==> src/hdl/udf_cfg.svh <==
// Offsets, field positions and reset values of the unknown-destination
// forwarding control registers. Definitions only.
`ifndef UDF_CFG_SVH
`define UDF_CFG_SVH

`define UDF_ADDR_W       8
`define UDF_DATA_W       8

`define UDF_OFF_UC       8'h83
`define UDF_OFF_DRV_MC   8'h84
`define UDF_OFF_VID      8'h85
`define UDF_OFF_MISC     8'h86

`define UDF_EN_POS       5
`define UDF_MAP_MSB      4
`define UDF_MAP_LSB      0
`define UDF_DRV_MSB      7
`define UDF_DRV_LSB      6
`define UDF_MISC_MSB     6
`define UDF_MISC_LSB     0

`define UDF_CTRL_RST     6'h00
`define UDF_DRV_RST      2'h1
`define UDF_MISC_RST     7'h00
`define UDF_RD_IDLE      8'h00
`define UDF_FWD_DROP     5'h10

`endif

==> src/hdl/udf_pkg.sv <==
// Types shared by the unknown-destination forwarding control block.
// Assumes udf_cfg.svh for the numeric constants.
package udf_pkg;

  // Class of a packet whose destination or VLAN lookup missed
  typedef enum logic [1:0]
  {
    UDF_CLS_UC  = 2'h0,
    UDF_CLS_MC  = 2'h1,
    UDF_CLS_VID = 2'h3
  } udf_class_e;

  // One class's forward enable and port map
  typedef struct packed
  {
    logic       en;
    logic [4:0] map;
  } udf_ctrl_s;

  // Forwarding decision handed back to the lookup engine
  typedef struct packed
  {
    logic       drop;
    logic [3:0] mask;
  } udf_fwd_s;

endpackage

==> src/hdl/udf_field_reg.sv <==
// One software-writable register field with a constant reset value.
// Assumes the write enable comes from logic on the same clock.
`timescale 1ns/1ps
module udf_field_reg
#(
  parameter int             WIDTH = 6,
  parameter logic [WIDTH-1:0] RST = '0
)
(
  input  wire logic             i_clk,
  input  wire logic             i_rst_n,
  input  wire logic             i_we,
  input  wire logic [WIDTH-1:0] i_d,
  output logic      [WIDTH-1:0] o_q
);

  always_ff @(posedge i_clk or negedge i_rst_n)
  begin
    if (!i_rst_n)
    begin
      o_q <= RST;
    end
    else if (i_we)
    begin
      o_q <= i_d;
    end
  end

endmodule

==> src/hdl/udf_map_decode.sv <==
// Turns one class's enable and port map into a drop flag and port mask.
// Purely combinational; the caller registers the result.
`timescale 1ns/1ps
module udf_map_decode
(
  input  wire udf_pkg::udf_ctrl_s i_ctrl,
  output udf_pkg::udf_fwd_s       o_fwd
);

  function automatic udf_pkg::udf_fwd_s decode(udf_pkg::udf_ctrl_s c);
    udf_pkg::udf_fwd_s f;
    // Bit 0 is ignored; bits 4..1 select ports 4..1
    f.mask = c.en ? c.map[4:1] : 4'h0;
    // Disabled, 00000 and reserved 00001 all leave an empty mask: drop
    f.drop = (f.mask == 4'h0);
    return f;
  endfunction

  always_comb
  begin
    o_fwd = decode(i_ctrl);
  end

endmodule

==> src/hdl/udf_ctrl.sv <==
// Unknown unicast, unknown multicast and unknown VID forwarding control
// registers, plus the chip output drive-strength select.
// Assumes the management port and the lookup engine share i_clk.
`timescale 1ns/1ps
`include "udf_cfg.svh"

module udf_ctrl
(
  input  wire logic                     i_clk,
  input  wire logic                     i_rst_n,
  // Register access from the management port
  input  wire logic                     i_wr_en,
  input  wire logic                     i_rd_en,
  input  wire logic [`UDF_ADDR_W-1:0]   i_addr,
  input  wire logic [`UDF_DATA_W-1:0]   i_wr_data,
  output logic      [`UDF_DATA_W-1:0]   o_rd_data,
  output logic                          o_rd_valid,
  // Lookup miss from the forwarding engine
  input  wire logic                     i_lkp_valid,
  input  wire udf_pkg::udf_class_e      i_lkp_class,
  output logic                          o_fwd_valid,
  output udf_pkg::udf_fwd_s             o_fwd,
  // Pad control and raw filter settings
  output logic      [1:0]               o_drive_strength,
  output logic      [6:0]               o_misc_ctrl
);

  // Field widths follow from the bit positions
  localparam int CTRL_W = `UDF_EN_POS - `UDF_MAP_LSB + 1;
  localparam int DRV_W  = `UDF_DRV_MSB - `UDF_DRV_LSB + 1;
  localparam int MISC_W = `UDF_MISC_MSB - `UDF_MISC_LSB + 1;

  udf_pkg::udf_ctrl_s uc_ctrl;
  udf_pkg::udf_ctrl_s mc_ctrl;
  udf_pkg::udf_ctrl_s vid_ctrl;
  udf_pkg::udf_fwd_s  uc_fwd;
  udf_pkg::udf_fwd_s  mc_fwd;
  udf_pkg::udf_fwd_s  vid_fwd;
  udf_pkg::udf_fwd_s  sel_fwd;
  logic [5:0]         wr_ctrl;
  logic [1:0]         wr_drv;
  logic [6:0]         wr_misc;
  logic               we_uc;
  logic               we_mc;
  logic               we_vid;
  logic               we_misc;
  logic [`UDF_DATA_W-1:0] rd_nxt;
  logic [3:0]         wr_sel;
  logic [3:0]         rd_sel;

  // One-hot register select: bit 0 unicast up to bit 3 misc
  function automatic logic [3:0] addr_sel
  (
    input logic [`UDF_ADDR_W-1:0] addr
  );
    logic [3:0] sel;
    sel    = 4'h0;
    sel[0] = (addr == `UDF_OFF_UC);
    sel[1] = (addr == `UDF_OFF_DRV_MC);
    sel[2] = (addr == `UDF_OFF_VID);
    sel[3] = (addr == `UDF_OFF_MISC);
    return sel;
  endfunction

  // Readback word of the selected register; reserved bits read zero
  function automatic logic [`UDF_DATA_W-1:0] rd_word
  (
    input logic [3:0]         sel,
    input udf_pkg::udf_ctrl_s uc,
    input udf_pkg::udf_ctrl_s mc,
    input udf_pkg::udf_ctrl_s vid,
    input logic [1:0]         drv,
    input logic [6:0]         misc
  );
    logic [`UDF_DATA_W-1:0] w;
    w = `UDF_RD_IDLE;
    case (sel)
      4'h1:    w = {2'h0, uc};
      4'h2:    w = {drv, mc};
      4'h4:    w = {2'h0, vid};
      4'h8:    w = {1'b0, misc};
      default: w = `UDF_RD_IDLE;
    endcase
    return w;
  endfunction

  // Decision for one miss class; unencoded classes are filtered
  function automatic udf_pkg::udf_fwd_s pick_fwd
  (
    input udf_pkg::udf_class_e cls,
    input udf_pkg::udf_fwd_s   uc,
    input udf_pkg::udf_fwd_s   mc,
    input udf_pkg::udf_fwd_s   vid
  );
    udf_pkg::udf_fwd_s f;
    f = `UDF_FWD_DROP;
    case (cls)
      udf_pkg::UDF_CLS_UC:  f = uc;
      udf_pkg::UDF_CLS_MC:  f = mc;
      udf_pkg::UDF_CLS_VID: f = vid;
      default:              f = `UDF_FWD_DROP;
    endcase
    return f;
  endfunction

  // Field extraction; reserved bits are dropped here
  always_comb
  begin
    wr_ctrl = i_wr_data[`UDF_EN_POS:`UDF_MAP_LSB];
    wr_drv  = i_wr_data[`UDF_DRV_MSB:`UDF_DRV_LSB];
    wr_misc = i_wr_data[`UDF_MISC_MSB:`UDF_MISC_LSB];
  end

  always_comb
  begin
    wr_sel = addr_sel(i_addr) & {4{i_wr_en}};
  end

  // Per-register write enables
  always_comb
  begin
    we_uc   = wr_sel[0];
    we_mc   = wr_sel[1];
    we_vid  = wr_sel[2];
    we_misc = wr_sel[3];
  end

  udf_field_reg #(.WIDTH(CTRL_W), .RST(`UDF_CTRL_RST)) u_uc_reg
  (
    .i_clk   (i_clk),
    .i_rst_n (i_rst_n),
    .i_we    (we_uc),
    .i_d     (wr_ctrl),
    .o_q     (uc_ctrl)
  );

  udf_field_reg #(.WIDTH(CTRL_W), .RST(`UDF_CTRL_RST)) u_mc_reg
  (
    .i_clk   (i_clk),
    .i_rst_n (i_rst_n),
    .i_we    (we_mc),
    .i_d     (wr_ctrl),
    .o_q     (mc_ctrl)
  );

  // drive strength held, driven to pads
  udf_field_reg #(.WIDTH(DRV_W), .RST(`UDF_DRV_RST)) u_drv_reg
  (
    .i_clk   (i_clk),
    .i_rst_n (i_rst_n),
    .i_we    (we_mc),
    .i_d     (wr_drv),
    .o_q     (o_drive_strength)
  );

  udf_field_reg #(.WIDTH(CTRL_W), .RST(`UDF_CTRL_RST)) u_vid_reg
  (
    .i_clk   (i_clk),
    .i_rst_n (i_rst_n),
    .i_we    (we_vid),
    .i_d     (wr_ctrl),
    .o_q     (vid_ctrl)
  );

  udf_field_reg #(.WIDTH(MISC_W), .RST(`UDF_MISC_RST)) u_misc_reg
  (
    .i_clk   (i_clk),
    .i_rst_n (i_rst_n),
    .i_we    (we_misc),
    .i_d     (wr_misc),
    .o_q     (o_misc_ctrl)
  );

  udf_map_decode u_uc_dec
  (
    .i_ctrl (uc_ctrl),
    .o_fwd  (uc_fwd)
  );

  udf_map_decode u_mc_dec
  (
    .i_ctrl (mc_ctrl),
    .o_fwd  (mc_fwd)
  );

  udf_map_decode u_vid_dec
  (
    .i_ctrl (vid_ctrl),
    .o_fwd  (vid_fwd)
  );

  // per-port mask chosen by miss class
  always_comb
  begin
    sel_fwd = pick_fwd(i_lkp_class, uc_fwd, mc_fwd, vid_fwd);
  end

  // Decision valid pulses one cycle after each miss
  always_ff @(posedge i_clk or negedge i_rst_n)
  begin
    if (!i_rst_n)
    begin
      o_fwd_valid <= 1'b0;
    end
    else
    begin
      o_fwd_valid <= i_lkp_valid;
    end
  end

  // decision word held until the next miss
  always_ff @(posedge i_clk or negedge i_rst_n)
  begin
    if (!i_rst_n)
    begin
      o_fwd <= `UDF_FWD_DROP;
    end
    else if (i_lkp_valid)
    begin
      o_fwd <= sel_fwd;
    end
  end

  always_comb
  begin
    rd_sel = addr_sel(i_addr);
  end

  // readback with reserved bits as zero
  always_comb
  begin
    rd_nxt = rd_word(rd_sel, uc_ctrl, mc_ctrl, vid_ctrl,
                     o_drive_strength, o_misc_ctrl);
  end

  // Read answer pulses one cycle after each read
  always_ff @(posedge i_clk or negedge i_rst_n)
  begin
    if (!i_rst_n)
    begin
      o_rd_valid <= 1'b0;
    end
    else
    begin
      o_rd_valid <= i_rd_en;
    end
  end

  // Read data held until the next read
  always_ff @(posedge i_clk or negedge i_rst_n)
  begin
    if (!i_rst_n)
    begin
      o_rd_data <= `UDF_RD_IDLE;
    end
    else if (i_rd_en)
    begin
      o_rd_data <= rd_nxt;
    end
  end

endmodule

==> config.mk <==
export PLATFORM = sky130hd
export DESIGN_NAME = udf_ctrl
export DESIGN_NICKNAME = d
export VERILOG_FILES = /design/src/hdl/udf_pkg.sv /design/src/hdl/udf_field_reg.sv /design/src/hdl/udf_map_decode.sv /design/src/hdl/udf_ctrl.sv
export VERILOG_INCLUDE_DIRS = /design/src /design/src/hdl
export SDC_FILE = /design/constraint.sdc
export NUM_CORES = 1
export LEC_CHECK = 0
export ABC_CLOCK_PERIOD_IN_PS = 1700
export BUFFER_PORTS_ARGS = -buffer_cell sky130_fd_sc_hd__buf_2
export CAP_MARGIN = 10
export CELL_PAD_IN_SITES_DETAIL_PLACEMENT = 1
export CELL_PAD_IN_SITES_GLOBAL_PLACEMENT = 2
export CORE_UTILIZATION = 37
export CTS_BUF_LIST = sky130_fd_sc_hd__clkbuf_2 sky130_fd_sc_hd__clkbuf_4 sky130_fd_sc_hd__clkbuf_8
export DETAILED_ROUTE_END_ITERATION = 10
export PLACE_DENSITY = 0.9
export SLEW_MARGIN = 5
export SYNTH_ARGS = -nofsm -noshare
export SYNTH_HDL_FRONTEND = slang
export SYNTH_SLANG_ARGS = --single-unit
==> constraint.sdc <==
create_clock -name i_clk -period 1.7 [get_ports i_clk]
set_input_delay 0 -clock i_clk [delete_from_list [all_inputs] [get_ports i_clk]]
set_output_delay 0 -clock i_clk [all_outputs]
set_load 0.05 [all_outputs]
==> flow_summary.yaml, run 1 <==
clocking:
  clock_path_buffers: 2
  clock_tree.root_cell: "clkbuf_8"
  cts.sink_count: 42
  number_of_buffers_created_by_cts: 5
  clock_insertion_delay_worst_skew_ns: 0.29
  clock_slew_at_the_register_clock_pins_of_the_worst_setup_and_hold_paths_ns: 0.08
  tritoncts: "yes"
  clock_tree.htree_level_count: 2
  cts-resized-gates: 0
grt:
  grt_use_met3: 0.0381
  first_global_vias: 1599
  global_route.peak_usage_layer: "met2"
  grt_remaining_overflow: 0
  antenna_found_initial: 0
  overall_track_demand_over_capacity_in_global_routing: 0.188
  grt_start_max_net_pins: 23
  grtUsageMet1: 0.259
  global_route_track_usage_on_met2: 0.304
  grt_pass1_wl_mm: 8.54
logic_synthesis:
  syn-mean-instance-area_um2: 12.5
  yosysSeqAreaShare: 0.509
  mapped_cell_area_um2: 2070
  async_reset_ff_frac: 1.00
  dominantRegCellSynth: "dfrtp_1"
  netlist_instances: 165
  ys_ff_latch: 42
  yosysUniqueCellTypes: 33
  synth.yosys.warnings: 0
  postSynthNetCount: 188
  synth-edff-count: 0
timing:
  worst_slack_ns: 0.235
  hold_viol: 0
  final_min_period_over_clock_period: 0.861
  drv_slew: 0
  unrepaired_setup_endpoints_after_global_routing: "false"
  worst_slew_margin: 0.654
  timing.hold.ws_ns: 0.00539
  min_period_ns: 1.46
  worst_tran_pin_value_ns: 0.520
  final-setup-viol-count: 0
  fmax_ghz: 0.683
  final.setup_skew_ns: 0.00683
floorplanning:
  core_area_um2: 5240
  initial_core_util: 0.395
  die_area_um2: 5900
  dieWidth_um: 76.8
  placementRows: 26
  die_height_um: 76.8
  io_pins: 47
routing:
  ant_nets: 0
  detail_route.drc_violations: 0
  detail_route.iter0.violations: 118
  viasPerCell: 5.22
  average_wire_length_per_cell_after_detail_routing_um: 17.2
  num_vias: 1561
  wl_mm: 5.15
  drt_pre_antenna_iters: 4
critical_path:
  critPathMaxStageDelay_ns: 0.50
  worst_ep_required_time_ns: 1.87
  cp.arrival_ns: 1.64
  endpoint_kind: "flip-flop"
  crit_path_frequent_cell: "buf_4"
  path_class: "in -> reg"
  cpMaxStageDelayCell: "or4_1"
  worstPathCellList: "buf_2 > or4_1 > buf_4 > nor4_4 > buf_4 > mux2_2"
  critical_path.startpoint_type: "input pin"
  largest_fanout_of_any_net_on_the_critical_path: 7
power_and_ir_drop:
  leakage_nw: 1.29
  vdd_drop_max_mv: 0.565
  power_per_cell_area_nw_per_um2: 766
  report.power.total_mw: 2.01
layout:
  final_layout_size_suffix_gt1_frac: 0.454
  layout.nets: 251
  mostFrequentLayoutCells: "buf_2 (46), dfrtp_1 (40), mux2_2 (33), and4b_1 (12), inv_1 (11)"
  n_fill_cell: 563
  antenna_cells_inserted: 0
  layout.cell_area.non_filler_um2: 2620
  area_delta_synth_final_pct: 26.5
  mostFrequentLayoutCell: "buf_2"
placed_design:
  place.detailed.hpwl_mm: 3.88
  placement.setup.worst_slack_ns: -0.0685
  placement.cell_area_um2: 2430
  gp_congestion: 0.814
  port-buffer-count: 46
job:
  max_cap_violations: 0
outcome:
  status: "finished clean"
hold_path:
  holdCritPathClass: "in -> reg"
-- Yosys cell counts (3+ instances only) --
| master | count | share of area |
|---|---|---|
| dfrtp_1 | 40 | 0.48 |
| mux2_2 | 33 | 0.18 |
| and4b_1 | 12 | 0.058 |
| inv_1 | 11 | 0.020 |
| nand2_1 | 10 | 0.018 |
| clkbuf_1 | 7 | 0.013 |
| a211oi_1 | 6 | 0.022 |
| o22ai_1 | 6 | 0.018 |
| nand2b_1 | 4 | 0.012 |
| nor4_4 | 4 | 0.041 |
| o211ai_1 | 4 | 0.015 |
| a32oi_1 | 3 | 0.013 |
-- report_power, final --
group | total (mW) | internal, mW | switching, mW
registers | 1.07 | 1.03 | 0.0338
logic | 0.258 | 0.0995 | 0.159
clock network | 0.679 | 0.344 | 0.335
-- worst paths after layout --
| kind | startpoint | end | slack [ns] | cells after the start |
|---|---|---|---|---|
| worst max-delay path | i_addr[3] | u_mc_reg.o_q[0] | 0.24 | 6 |
| worst min-delay path | i_wr_data[1] | u_mc_reg.o_q[1] | 0.005 | 2 |
| worst max register to register | u_uc_reg.o_q[1] | o_fwd[4] | 0.25 | 3 |
| worst min register to register | o_rd_data[7] | o_rd_data[7] | 0.51 | 2 |
| max in group asynchronous | i_rst_n | u_drv_reg.o_q[0] | 0.91 | 3 |
| min in group asynchronous | i_rst_n | o_fwd[2] | 0.21 | 2 |
-- layer usage --
metal	routed length, um	vias up
met5	0	-
met4	35	0
met3	193	5
met2	2570	37
met1	2340	774
li1	-	745
-- cells by family after synthesis --
group,count (synthesis),synth area share
AOI/OAI and AO/OA,26,0.0967
muxes,34,0.184
and+or+nand+nor,43,0.170
buffers and inverters,20,0.0399
DFF,42,0.509
-- worst max-delay path: cells and delay by family --
kind                   cells  cell delay, ns
buffers and inverters      3            0.50
muxes                      1            0.35
and+or+nand+nor            2            0.78
-- layout make-up --
cell class	instances	area, um2	share of cell area
clock inverters	1	5.00	0.00191
clock buffers	7	90.1	0.0344
well taps	70	87.6	0.0334
flip-flops and latches	42	1050	0.402
inverters	11	41.3	0.0158
repair buffers	65	408	0.156
multi-input cells	103	933	0.356
-- repair_timing --
| action | 4_1_cts | 5_1_grt |
|---|---|---|
| endpoints found under the hold margin | 39 | 0 |
| setup buffers | 0 | 0 |
| endpoints found under the setup margin | 0 | 0 |
| hold buffers | 9 | 0 |
-- through the flow --
step,util,TNS [ns],std cells
3_3_place_gp,0.465,-0.390,282
2_1_floorplan,-,0,165
6_report,0.500,0,299
4_1_cts,0.500,0,299
5_1_grt,0.500,0,299
3_5_place_dp,0.465,-1.02,282
-- sequential cells by signal, indices dropped and copies added, names as in the netlist --
| signal | cells |
|---|---|
| o_rd_data | 8 |
| u_misc_reg.o_q | 7 |
| u_mc_reg.o_q | 6 |
| u_uc_reg.o_q | 6 |
| u_vid_reg.o_q | 6 |
| o_fwd | 5 |
| u_drv_reg.o_q | 2 |
| o_fwd_valid | 1 |
| o_rd_valid | 1 |
(Power assumes the default switching activity.)
==> run 2, diff against run 1 <==
- CORE_UTILIZATION: 37 -> 38
- PLACE_DENSITY: 0.9 -> default
- PLACE_DENSITY_LB_ADDON: default -> 0.1
- SYNTH_HIERARCHICAL: default -> 1
==> run 2 against run 1 <==
  * Combinational power rose by 15%
  * Utilization fell by 1.9 points
  * Synthesized cell count rose by 5.5%
  * Critical endpoint is now o_rd_data[2]
  * Die area rose by 5.2%
  * Global-route usage rose by 0.98 points
  * Clock power barely moved
  * Clock-buffer cell count fell by 2
  * Power rose by 2.7%
  * Largest cell class is now multi-input gates
  * Worst hold slack improved by 0.0063 ns
  * Sequential share of layout area fell by 1.2 points
==> flow_summary.yaml, run 2 <==
critical_path:
  path_buf_inv: 3
  path_class: "in -> reg"
  worstPathCellList: "dlygate4sd3_1 > buf_2 > inv_1 > a222oi_1 > a22oi_1"
  critical_path.startpoint_type: "input pin"
  critPathMaxStageDelay_ns: 0.52
  crit_family: "buffers and inverters"
  endpoint_kind: "flip-flop"
  cp.arrival_ns: 1.46
  worst_ep_required_time_ns: 1.87
  largest_fanout_of_any_net_on_the_critical_path: 15
  cpMaxStageDelayCell: "dlygate4sd3_1"
logic_synthesis:
  yosysUniqueCellTypes: 32
  ys_ff_latch: 42
  mapped_cell_area_um2: 2240
  yosys.area.top_type_share: 0.447
  synth-edff-count: 0
  syn-mean-instance-area_um2: 12.9
  netlist_top_cells_count: "dfrtp_1 (40), mux2_4 (25), and3b_1 (13)"
  netlist_instances: 174
  post-synth-top-area-cell: "dfrtp_1"
  async_reset_ff_frac: 1.00
  dominantRegCellSynth: "dfrtp_1"
  yosysSeqAreaShare: 0.470
  ys_top_cells_by_area: "dfrtp_1 (45%), mux2_4 (17%), and3b_1 (5.1%)"
  synth.yosys.warnings: 6
  post-synth-top-count-cell: "dfrtp_1"
  postSynthNetCount: 197
layout:
  antenna_cells_inserted: 0
  mostFrequentLayoutCells: "buf_2 (46), dfrtp_1 (40), mux2_4 (25), and3b_1 (13), and2_1 (11)"
  largest_register: "o_rd_data"
  largest_register_ffs: 8
  area_delta_synth_final_pct: 20.4
  leading_registers_by_flop_count: "o_rd_data: 8 flops, u_misc_reg/o_q: 7 flops"
  layout.nets: 251
  mostFrequentLayoutCell: "buf_2"
  n_fill_cell: 642
  layout.core_utilization: 0.481
  final_layout_size_suffix_gt1_frac: 0.432
floorplanning:
  core_area_um2: 5610
  initial_core_util: 0.399
  dieWidth_um: 78.8
  die_height_um: 78.8
  die_area_um2: 6200
  io_pins: 47
  placementRows: 27
timing:
  hold_viol: 0
  unrepaired_setup_endpoints_after_global_routing: "false"
  final_min_period_over_clock_period: 0.761
  worst_tran_pin_value_ns: 0.552
  final.setup_skew_ns: 0.00737
  final-setup-viol-count: 0
  worst_slew_margin: 0.632
  min_period_ns: 1.29
  fmax_ghz: 0.773
  totalNegativeSetupSlack_ns: 0
  drv_slew: 0
routing:
  num_vias: 1620
  ant_nets: 0
  wl_mm: 5.79
  average_wire_length_per_cell_after_detail_routing_um: 19.2
  drt_pre_antenna_iters: 6
  detail_route.iter0.violations: 116
  viasPerCell: 5.38
  detail_route.drc_violations: 0
power_and_ir_drop:
  clock_power_share: 0.330
  pwr-share-seq: 0.525
  net_switching_power_of_the_design_mw: 0.609
  power_per_cell_area_nw_per_um2: 764
  power.internal_mw: 1.45
  combinationalPowerShare: 0.144
  switching_share: 0.296
  vdd_drop_max_mv: 0.341
  leakage_nw: 1.34
clocking:
  clock_path_buffers: 2
  number_of_buffers_created_by_cts: 5
  clock_tree.root_cell: "clkbuf_8"
  clock_tree.htree_level_count: 2
  clock_insertion_delay_worst_skew_ns: 0.30
  clock_slew_at_the_register_clock_pins_of_the_worst_setup_and_hold_paths_ns: 0.09
  tritoncts: "yes"
  cts.sink_count: 42
placed_design:
  gp_congestion: 0.849
  port-buffer-count: 46
  place.detailed.hpwl_mm: 4.22
hold_path:
  holdCritPathClass: "in -> reg"
grt:
  overall_track_demand_over_capacity_in_global_routing: 0.198
  grt_remaining_overflow: 0
  grt_pass1_wl_mm: 9.16
  antenna_found_initial: 0
  first_global_vias: 1658
  grt_start_max_net_pins: 43
job:
  max_cap_violations: 0
outcome:
  status: "finished clean"
run 2: changes by cell type in the layout (fill, tap and decap cells not counted), moves of 5 or more:
cell and change:
a211oi_1 -6, a222oi_1 +6, a22oi_1 +5, and2_1 +10, and3b_1 +13, and4b_1 -12, inv_1 -9, mux2_2 -30
mux2_4 +25, o21ai_0 +6, o22ai_1 -6
run 2: area by class of cell:
type	instances	area [um2]	area share
tap	72	90.1	0.0334
sequential	42	1050	0.391
inverter	2	7.51	0.00278
multi-input combinational	118	1100	0.407
clock buffer	5	68.8	0.0255
timing repair buffer	59	355	0.132
clock inverter	3	25.0	0.00928
run 2: what timing repair did:
item	CTS	global route
hold buffers	6	0
setup buffers	0	0
gates resized for setup	0	0
hold endpoints to repair	49	0
setup endpoints to repair	0	0
run 2: kinds of logic after synthesis:
group / synth area share
simple gates: 0.149
mux: 0.205
buf+inv: 0.0397
compound gates: 0.136
flops: 0.470
run 2: per-layer routing:
metal  vias to the layer above  global-route usage  wire length (um)
met2                        42               0.318              2680
met3                         5              0.0391               194
met1                       816               0.277              2890
met4                         0              0.0389                29
met5                         -                   0                 0
li1                        757                   -                 -
run 2: power by group through the flow:
| stage | combinational (mW) | clock [mW] | sequential, mW |
|---|---|---|---|
| 6_report | 0.297 | 0.681 | 1.08 |
| 5_1_grt | 0.317 | 0.743 | 1.09 |
| 4_1_cts | 0.300 | 0.707 | 1.08 |
| 3_5_place_dp | 0.289 | 0 | 1.10 |
| 3_3_place_gp | 0.282 | 0 | 1.10 |
| 2_1_floorplan | 0.106 | 0 | 1.16 |
run 2: path summary, 6_finish.rpt:
path                                      start                end  slack [ns]  cells past startpoint
max in group asynchronous               i_rst_n           o_fwd[4]        1.01                      3
worst min register to register         o_fwd[4]           o_fwd[4]        0.52                      2
min in group asynchronous               i_rst_n       o_rd_data[3]        0.30                      3
worst max register to register  u_mc_reg/o_q[3]           o_fwd[4]        0.43                      4
worst min-delay path               i_wr_data[1]  u_misc_reg/o_q[1]        0.01                      2
worst max-delay path                    i_rd_en       o_rd_data[2]        0.41                      5
run 2: through the flow:
step,setup slack [ns],area (um2),power (mW),hold WS (ns),std cells
4_1_cts,0.398,2700,2.09,0.00300,301
6_report,0.406,2700,2.06,0.0117,301
3_5_place_dp,0.143,2540,1.39,0.115,287
3_3_place_gp,0.203,2540,1.38,0.104,287
5_1_grt,0.277,2700,2.15,0.00874,301
2_1_floorplan,0.331,2240,1.27,-0.296,174
==> run 3, diff against run 2 <==
- ABC_CLOCK_PERIOD_IN_PS: 1700 -> 1050
- CORE_UTILIZATION: 38 -> 34
- clock period: 1.7 -> 1.05 ns (I/O delays scaled with it)
==> run 3 against run 2 <==
  * The run now ends with negative setup slack left
  * Sequential share of layout area fell by 4.7 points
  * Die area rose by 11%
  * Utilization rose by 1.1 points
  * Worst hold slack improved by 0.014 ns
  * Global-route usage fell by 0.52 points
  * Clock skew fell by 0.00057 ns
  * Clock-buffer cell count rose by 3
  * Critical path type is now reg -> reg
  * Critical endpoint is now o_fwd[4]
  * Highest routed layer unchanged
==> flow_summary.yaml, run 3 (synthesized netlist as in run 2, its figures left out) <==
floorplanning:
  die_height_um: 83.2
  die_area_um2: 6920
  core_area_um2: 6350
  initial_core_util: 0.353
  dieWidth_um: 83.2
  placementRows: 29
  io_pins: 47
timing:
  final_min_period_over_clock_period: 1.15
  fmax_ghz: 0.829
  min_period_ns: 1.21
  final.setup_skew_ns: 0.00680
  hold_viol: 0
  unrepaired_setup_endpoints_after_global_routing: "true"
  worst_slack_ns: -0.157
  worst_tran_pin_value_ns: 0.447
  totalNegativeSetupSlack_ns: -0.817
  drv_slew: 0
  timing.hold.ws_ns: 0.0253
  final-setup-viol-count: 11
  worst_slew_margin: 0.702
critical_path:
  path_class: "reg -> reg"
  crit_family: "compound AO/OA/AOI/OAI gates"
  worstPathCellList: "o41ai_2 > mux2_4 > o221ai_2 > o21ai_1"
  critPathMaxStageDelay_ns: 0.42
  largest_fanout_of_any_net_on_the_critical_path: 3
  endpoint_kind: "flip-flop"
  path_buf_inv: 0
  cp.arrival_ns: 1.43
  critical_path.startpoint_type: "flip-flop"
  worst_ep_required_time_ns: 1.28
  setup.worst_path.start: "u_mc_reg/o_q[2]"
  crit-reg2reg-launch: "u_mc_reg/o_q[2]"
  cpMaxStageDelayCell: "dfrtp_1"
placed_design:
  gp_congestion: 0.766
  place.detailed.hpwl_mm: 4.61
  port-buffer-count: 46
hold_path:
  holdCritPathClass: "in -> reg"
  hold_start: "i_wr_data[4]"
clocking:
  clock_tree.htree_level_count: 2
  clock_path_buffers: 2
  clock_insertion_delay_worst_skew_ns: 0.29
  clock_tree.root_cell: "clkbuf_8"
  cts.sink_count: 42
  clock_slew_at_the_register_clock_pins_of_the_worst_setup_and_hold_paths_ns: 0.09
  number_of_buffers_created_by_cts: 5
  tritoncts: "yes"
layout:
  largest_register: "o_rd_data"
  largest_register_ffs: 8
  mostFrequentLayoutCell: "buf_2"
  final_layout_size_suffix_gt1_frac: 0.632
  area_delta_synth_final_pct: 39.6
  antenna_cells_inserted: 0
  leading_registers_by_flop_count: "o_rd_data: 8 flops, u_misc_reg/o_q: 7 flops"
  layout.nets: 283
  mostFrequentLayoutCells: "buf_2 (40), buf_4 (36), mux2_4 (27), dfrtp_1 (25), dfrtp_2 (15)"
routing:
  wl_mm: 6.31
  viasPerCell: 5.10
  average_wire_length_per_cell_after_detail_routing_um: 18.7
  ant_nets: 0
  detail_route.drc_violations: 0
  drt_pre_antenna_iters: 4
  detail_route.iter0.violations: 88
  num_vias: 1725
power_and_ir_drop:
  power.internal_mw: 2.64
  power_per_cell_area_nw_per_um2: 1150
  net_switching_power_of_the_design_mw: 0.972
  pwr-share-seq: 0.484
  switching_share: 0.269
  clock_power_share: 0.343
  vdd_drop_max_mv: 0.724
  combinationalPowerShare: 0.173
  leakage_nw: 1.53
job:
  max_cap_violations: 0
grt:
  antenna_found_initial: 0
  grt_remaining_overflow: 0
  overall_track_demand_over_capacity_in_global_routing: 0.193
  grt_start_max_net_pins: 43
  grt_pass1_wl_mm: 10.3
  first_global_vias: 1896
outcome:
  status: "complete, but fails checks"
  failed_checks: "negative setup slack"
==> run 3: cell count changes in the layout (fill, tap and decap cells not counted), sizes merged <==
cell | before | now
buf | 53 | 86
clkbuf | 5 | 8
clkinv | 1 | 0
clkinvlp | 1 | 0
dlygate4sd3 | 6 | 5
inv | 3 | 2
==> run 3: cell type report <==
cell class / instances / area [um2]
clock buffer: 8 / 110
fill: 670 / 3220
inverter: 2 / 7.51
multi-input combinational: 118 / 1180
sequential: 42 / 1070
tap: 77 / 96.3
timing repair buffer: 91 / 659
==> run 3: final timing paths <==
check / to / slack (ns) / cells after the start
worst max-delay path: o_fwd[4] / -0.16 / 4
worst min-delay path: u_uc_reg/o_q[4] / 0.03 / 2
max in group asynchronous: u_drv_reg/o_q[0] / 0.55 / 3
worst max register to register: o_fwd[4] / -0.16 / 4
min in group asynchronous: o_fwd[0] / 0.21 / 3
worst min register to register: o_fwd[4] / 0.48 / 2
==> run 3: metal layers <==
metal / part of all wire / vias up / GRT usage
met1: 0.47 / 855 / 0.261
li1: - / 819 / -
met4: 0.014 / 0 / 0.0549
met3: 0.050 / 10 / 0.0547
met5: 0 / - / 0
met2: 0.46 / 41 / 0.300
==> run 3: power groups by stage <==
stage	sequential (mW)	clock [mW]	combinational [mW]
after floorplan	1.89	0	0.186
after global placement	1.77	0	0.568
after detailed placement	1.77	0	0.583
after CTS	1.75	1.27	0.613
after global routing	1.76	1.34	0.667
final	1.75	1.24	0.623
==> run 3: timing repair <==
item,4_1_cts,5_1_grt
hold buffers,5,0
gates resized for setup,16,18
endpoints found under the hold margin,48,0
buffers inserted,0,2
pin swaps,14,8
endpoints found under the setup margin,15,17
==> run 3: stage by stage <==
stage / utilization / power, mW / instances / setup slack, ns / cell area, um2
floorplan: - / 2.07 / 174 / -0.190 / 2320
global placement: 0.451 / 2.34 / 323 / -0.243 / 2860
detailed placement: 0.451 / 2.36 / 323 / -0.259 / 2860
CTS: 0.483 / 3.63 / 336 / -0.160 / 3060
global route: 0.492 / 3.77 / 338 / -0.240 / 3130
finish: 0.492 / 3.61 / 338 / -0.157 / 3130
